==> src/include/pps_pkg.sv <==
// Purpose: Constants and types for the PWM protection sequencer
// Assumes: 50 MHz ref_clk; comparator flags are synchronous digital levels
// Notes:   Times are kept in their own units and turned into cycle counts here
//
// Overview of operation
// Gate switches at a fixed internal 65 kHz in normal mode.
// Each gate pulse ends by 75 percent of the switching period.
// Current-sense comparator ignored for 350 ns after each gate rising edge.
// Switching starts after supply turn-on flag, stops on supply turn-off flag.
// Unblanked current-limit comparator ends the pulse within the cycle.
// Brownout holds the gate off even when supply turn-on is met.
// After brownout clears, restart waits for the next supply turn-on event.
// Line-good uses hysteresis between turn-on and turn-off comparator flags.
// Over-voltage flag must persist 100 us before tripping protection.
// Overload flag held over 30 ms turns the gate drive off.
// Tripped over-voltage forces the gate off at once while it persists.
// Feedback below green threshold switches to the 20 kHz oscillator.
// Overload counter clears whenever the overload flag drops early.
// After a fault, stay off until supply turn-off, then restart on turn-on.
package pps_pkg;
    localparam int unsigned CLK_HZ        = 50_000_000;
    localparam int unsigned NORM_FREQ_HZ  = 65_000;
    localparam int unsigned GREEN_FREQ_HZ = 20_000;
    localparam int unsigned MAX_DUTY_PCT  = 75;
    localparam int unsigned BLANK_NS      = 350;
    localparam int unsigned OVP_DEB_US    = 100;
    localparam int unsigned OLP_DELAY_MS  = 30;
    localparam int unsigned CLK_PERIOD_NS = 20;

    localparam int unsigned CNT_W = 16;
    localparam int unsigned DLY_W = 24;

    // Period rounded down, duty limit rounded down, blank time rounded up
    localparam int unsigned NORM_PER  = CLK_HZ / NORM_FREQ_HZ;
    localparam int unsigned GREEN_PER = CLK_HZ / GREEN_FREQ_HZ;
    localparam int unsigned NORM_MAX  = NORM_PER * MAX_DUTY_PCT / 100;
    localparam int unsigned GREEN_MAX = GREEN_PER * MAX_DUTY_PCT / 100;
    localparam int unsigned BLANK_CYC = (BLANK_NS + CLK_PERIOD_NS - 1) / CLK_PERIOD_NS;
    localparam int unsigned OVP_CYC   = OVP_DEB_US * 1000 / CLK_PERIOD_NS;
    localparam int unsigned OLP_CYC   = OLP_DELAY_MS * 1000 * (1000 / CLK_PERIOD_NS);

    typedef enum logic [1:0] {
        PPS_ST_LOCKOUT,
        PPS_ST_RUN,
        PPS_ST_FAULT
    } pps_state_t;

    typedef struct packed {
        logic supply_on;
        logic supply_off;
        logic line_on;
        logic line_off;
        logic cs_limit;
        logic fb_overload;
        logic fb_green;
        logic ovp_high;
    } pps_flags_t;

    typedef struct packed {
        logic gate;
        logic running;
        logic green_mode;
        logic line_good;
        logic overvoltage_guard;
        logic overload_guard;
    } pps_status_t;
endpackage

==> src/core/pps_core.sv <==
// Purpose: Gate pulse generator with supply, line, over-voltage and overload guards
// Assumes: All flags synchronous to ref_clk, active high
// Notes:   Gate output and status come straight from flip-flops
`timescale 1ns/1ps
module pps_core #(
    parameter int unsigned OVP_CYCLES = pps_pkg::OVP_CYC,
    parameter int unsigned OLP_CYCLES = pps_pkg::OLP_CYC
) (
    input  wire logic              ref_clk,
    input  wire logic              sys_rst,
    input  wire pps_pkg::pps_flags_t flags,
    output pps_pkg::pps_status_t   status
);
    localparam int unsigned CW = pps_pkg::CNT_W;
    localparam int unsigned DW = pps_pkg::DLY_W;

    function automatic logic [CW-1:0] to_cnt(input int unsigned v);
        to_cnt = CW'(v);
    endfunction

    pps_pkg::pps_state_t state;
    pps_pkg::pps_state_t next_state;
    logic [CW-1:0] phase;
    logic [CW-1:0] blank_cnt;
    logic [DW-1:0] ovp_cnt;
    logic [DW-1:0] olp_cnt;
    logic          line_good;
    logic          ovp_trip;
    logic          olp_trip;
    logic          green;
    logic          gate;
    logic          running;
    logic          supply_on_d;

    // Oscillator selection
    wire           next_green   = pps_pkg::NORM_PER > 0 && flags.fb_green;
    wire [CW-1:0]  period_last  = green ? to_cnt(pps_pkg::GREEN_PER - 1)
                                        : to_cnt(pps_pkg::NORM_PER - 1);
    wire [CW-1:0]  duty_last    = green ? to_cnt(pps_pkg::GREEN_MAX)
                                        : to_cnt(pps_pkg::NORM_MAX);
    wire           cycle_end    = phase >= period_last;
    wire           blanked      = blank_cnt != '0;
    wire           cs_hit       = flags.cs_limit && !blanked;
    wire           supply_rise  = flags.supply_on && !supply_on_d;

    // Line hysteresis: good on turn-on flag, lost only on turn-off flag
    wire next_line_good = flags.line_off ? 1'b0 :
                          flags.line_on  ? 1'b1 : line_good;

    wire ovp_full    = ovp_cnt >= DW'(OVP_CYCLES - 1);
    wire next_ovp    = flags.ovp_high && ovp_full;
    wire [DW-1:0] next_ovp_cnt = !flags.ovp_high ? '0 :
                                 ovp_full ? ovp_cnt : ovp_cnt + DW'(1);
    wire olp_full    = olp_cnt >= DW'(OLP_CYCLES);
    wire [DW-1:0] next_olp_cnt = !flags.fb_overload ? '0 :
                                 olp_full ? olp_cnt : olp_cnt + DW'(1);
    wire next_olp    = flags.fb_overload && olp_full;

    wire fault_now   = next_ovp || next_olp;
    wire may_run     = state == pps_pkg::PPS_ST_RUN && !flags.supply_off
                       && line_good && !fault_now;

    always_comb begin
        next_state = state;
        case (state)
            pps_pkg::PPS_ST_LOCKOUT: begin
                if (supply_rise && line_good && !fault_now) begin
                    next_state = pps_pkg::PPS_ST_RUN;
                end
            end
            pps_pkg::PPS_ST_RUN: begin
                if (fault_now) begin
                    next_state = pps_pkg::PPS_ST_FAULT;
                end else if (flags.supply_off || !line_good) begin
                    next_state = pps_pkg::PPS_ST_LOCKOUT;
                end
            end
            pps_pkg::PPS_ST_FAULT: begin
                if (flags.supply_off) begin
                    next_state = pps_pkg::PPS_ST_LOCKOUT;
                end
            end
            default: next_state = pps_pkg::PPS_ST_LOCKOUT;
        endcase
    end

    wire [CW-1:0] next_phase = (!may_run || cycle_end) ? '0 : phase + to_cnt(1);
    wire start_pulse = may_run && (state == pps_pkg::PPS_ST_RUN) && phase == '0;
    wire end_pulse   = cs_hit || phase >= duty_last || !may_run;
    wire next_gate   = start_pulse ? 1'b1 : (end_pulse ? 1'b0 : gate);
    wire [CW-1:0] next_blank = (start_pulse && !gate) ? to_cnt(pps_pkg::BLANK_CYC)
                             : (blanked ? blank_cnt - to_cnt(1) : '0);

    // Supervisor state
    always_ff @(posedge ref_clk) begin
        if (sys_rst) begin
            state <= pps_pkg::PPS_ST_LOCKOUT;
        end else begin
            state <= next_state;
        end
    end

    // Run flag for the status port
    always_ff @(posedge ref_clk) begin
        if (sys_rst) begin
            running <= 1'b0;
        end else begin
            running <= next_state == pps_pkg::PPS_ST_RUN;
        end
    end

    // Oscillator phase
    always_ff @(posedge ref_clk) begin
        if (sys_rst) begin
            phase <= '0;
        end else begin
            phase <= next_phase;
        end
    end

    // Blanking countdown
    always_ff @(posedge ref_clk) begin
        if (sys_rst) begin
            blank_cnt <= '0;
        end else begin
            blank_cnt <= next_blank;
        end
    end

    // Over-voltage debounce counter
    always_ff @(posedge ref_clk) begin
        if (sys_rst) begin
            ovp_cnt <= '0;
        end else begin
            ovp_cnt <= next_ovp_cnt;
        end
    end

    // Over-voltage trip flag
    always_ff @(posedge ref_clk) begin
        if (sys_rst) begin
            ovp_trip <= 1'b0;
        end else begin
            ovp_trip <= next_ovp;
        end
    end

    // Overload delay counter
    always_ff @(posedge ref_clk) begin
        if (sys_rst) begin
            olp_cnt <= '0;
        end else begin
            olp_cnt <= next_olp_cnt;
        end
    end

    // Overload trip flag
    always_ff @(posedge ref_clk) begin
        if (sys_rst) begin
            olp_trip <= 1'b0;
        end else begin
            olp_trip <= next_olp;
        end
    end

    // Line-good latch
    always_ff @(posedge ref_clk) begin
        if (sys_rst) begin
            line_good <= 1'b0;
        end else begin
            line_good <= next_line_good;
        end
    end

    // Green choice taken whenever phase is zero: at period start, and every cycle while stopped
    always_ff @(posedge ref_clk) begin
        if (sys_rst) begin
            green <= 1'b0;
        end else begin
            green <= (phase == '0) ? next_green : green;
        end
    end

    // Gate drive
    always_ff @(posedge ref_clk) begin
        if (sys_rst) begin
            gate <= 1'b0;
        end else begin
            gate <= next_gate;
        end
    end

    // Supply turn-on edge detector, no false edge out of reset
    always_ff @(posedge ref_clk) begin
        if (sys_rst) begin
            supply_on_d <= 1'b1;
        end else begin
            supply_on_d <= flags.supply_on;
        end
    end

    // Status fields straight from the flops
    assign status.gate              = gate;
    assign status.running           = running;
    assign status.green_mode        = green;
    assign status.line_good         = line_good;
    assign status.overvoltage_guard = ovp_trip;
    assign status.overload_guard    = olp_trip;
endmodule

==> config.mk <==
export PLATFORM = sky130hd
export DESIGN_NAME = pps_core
export DESIGN_NICKNAME = d
export VERILOG_FILES = /design/src/include/pps_pkg.sv /design/src/core/pps_core.sv
export SDC_FILE = /design/constraint.sdc
export NUM_CORES = 1
export LEC_CHECK = 0
export ABC_AREA = 1
export ABC_CLOCK_PERIOD_IN_PS = 3400
export BUFFER_PORTS_ARGS = -buffer_cell sky130_fd_sc_hd__buf_4
export CAP_MARGIN = 10
export CORE_MARGIN = 5
export CORE_UTILIZATION = 40
export CTS_CLUSTER_SIZE = 24
export DETAILED_ROUTE_END_ITERATION = 10
export PLACE_DENSITY_LB_ADDON = 0.12
export SLEW_MARGIN = 10
export SYNTH_ARGS = -nofsm -noshare
export SYNTH_HDL_FRONTEND = slang
export SYNTH_SLANG_ARGS = --single-unit
export TNS_END_PERCENT = 5
==> constraint.sdc <==
create_clock -name ref_clk -period 3.4 [get_ports ref_clk]
set_clock_uncertainty 0.15 [all_clocks]
set_input_delay 0.68 -clock ref_clk [delete_from_list [all_inputs] [get_ports ref_clk]]
set_output_delay 0.68 -clock ref_clk [all_outputs]
set_load 0.05 [all_outputs]
==> metrics.txt <==
initial cell density of the core a little over 40%; die width 117 um; critical path class flip-flop to flip-flop; vias in the first global route between 3000 and 4000; final setup TNS 0 ps; commonest non-fill, non-tap cells in the layout nand2_1, inv_1, nor2_1; Hold Crit Class flip-flop to flip-flop; Mean Syn Cell Area 7.19 um2; commonest non-fill, non-tap cell in the layout nand2_1; max_cap viols 0; drt via density 4.70; FMAX 440 MHz; Synthesis Warnings 0; layout net count 677; Rel. slew slack 59.3%; total CTS buffers 9; IO Count 16; Cells after Synth 640; CTS tree done; Core Area 0.0114 mm2; ratio of cells with drive above 1 in the final layout roughly a tenth; drt pass-1 iters 4; endpoint class of the critical path flip-flop; total wire length 9.14 mm; final setup fails 0; Tcrit/Tclk final 66.9%; die area 0.0138 mm2; Arr. time, crit path between 2000 and 2500 ps; # H-tree levels 3; hold buffers post-CTS 0; Resized cells post-CTS 0; RSZ-0062 raised after global routing false; Worst Tran Pin Value 605 ps; port bufs 15; post-route ant nets 0; Total Power approximately 2.7 mW; Synth top area share 38.7%; minimum clock period 2270 ps; drt drc 0; clk root buf clkbuf_16; largest net degree at the start of global routing 20; CTS Buffer Depth 2; DR iter-0 viols 155; first-pass GRT wire length 16.4 mm; Final Wtd Congestion 0.829; clock latency on the worst-skew pair 340 ps; vias ~3800; PwrDens 531 mW/mm2; number of setup buffers added after CTS 0; Reg clk slew, reported paths 60 ps; initial antenna violation count 0; #FFs+latches synth 89; sequential-to-total area share from yosys stat about two fifths; synth unique cells 39; FP Rows 39; Yosys top cell by area dfxtp_1; Worst Path Max Fanout 13; final hold violation count 0; synth top area cells dfxtp_1, nand2_1, inv_1; outcome completed; VDD IR max 356 uV; WL/cell 11.4 um; Layout area overhead 10.5%; n_diodes 0; clk sinks 89; Slew Limit Fails 0; Required @ worst endpoint about 3500 ps; synthesized cell area between 0.004 and 0.005 mm2; grt ovf 0; Die Ht ~120 um; P_leak 2.01 nW; hpwl dp 6.75 mm; gr usage total 14.7%; Critical Path Source Type flip-flop
-- logic make-up (layout without fill, tap and decap cells) --
| kind of cell | after synthesis | in the layout | synth area share, % |
|---|---|---|---|
| flip-flops | 89 | 89 | 38.7 |
| AO/OA/AOI/OAI | 50 | 50 | 6.01 |
| other | 1 | 3 | 0.0815 |
| XOR/XNOR | 29 | 29 | 5.52 |
| AND/OR/NAND/NOR | 336 | 336 | 34.6 |
| buffers and inverters | 120 | 135 | 11.0 |
| adder cells (fa/ha/maj) | 15 | 15 | 4.08 |
-- state kept, by name, summed over array words and instances, names as in the netlist, 2 cells and up --
signal,cells
blank_cnt,16
phase,16
olp_cnt,24
state,2
ovp_cnt,24
-- worst paths after layout --
check	from	to	slack, ps	depth (start not counted)
worst min-delay path	ovp_cnt[19]	ovp_cnt[19]	280	2
worst max register to register	green	phase[9]	1130	9
worst max-delay path	green	phase[9]	1130	9
worst min register to register	ovp_cnt[19]	ovp_cnt[19]	280	2
-- metal layers --
metal  global-route usage (%)  vias up  wire length (um)
met5                        0        -                 0
met4                     4.74        0               144
met3                     3.50       10               226
met2                     24.1       32              4120
met1                     19.2     1675              4650
li1                         -     2046                 -
-- worst max-delay path, cell delays in order (launching register included) --
cell and delay (ps):
dfxtp_1 390, inv_1 180, ha_1 320, inv_1 50
nor4_1 350, nand2_1 90, nand2_1 70, nand2_1 40
nand3_1 380, nor3_1 120
-- layout make-up --
| class | count | area (um2) |
|---|---|---|
| clock buffer | 13 | 270 |
| clock inverter | 3 | 23.8 |
| fill | 1178 | 6280 |
| inverter | 103 | 387 |
| multi-input combinational | 433 | 2320 |
| sequential | 89 | 1780 |
| tap | 143 | 179 |
| timing repair buffer | 16 | 120 |
-- metrics by stage --
step,cells,hold slack [ps],cell area [um2],util (%),setup WS [ps]
4_1_cts,800,279,5080,44.7,1080
2_1_floorplan,642,258,4610,-,1520
3_3_place_gp,784,265,4790,42.1,1180
5_1_grt,800,305,5080,44.7,809
3_5_place_dp,784,270,4790,42.1,1100
6_report,800,276,5080,44.7,1130
-- power by group --
part	internal, mW	switching (mW)
Clock	0.557	0.409
Combinational	0.225	0.341
Sequential	1.12	0.0541
Total	1.90	0.804
-- synthesized netlist by cell type, drive strengths merged --
master and number:
conb 1, and3 2, ha 15, nand2 123
nand3b 2, nor3 46, xor2 20, nor4b 1
nor4 6, clkinv 1, clkbuf 4, nor2 107
o22ai 1, a21oi 26, a211oi 1, nand4 15
a31oi 3, dfxtp 89, o21ai 16, o31a 1
inv 102, nand3 34, o21a 2, buf 13
xnor2 9
Power figures use the tool's default switching activity.
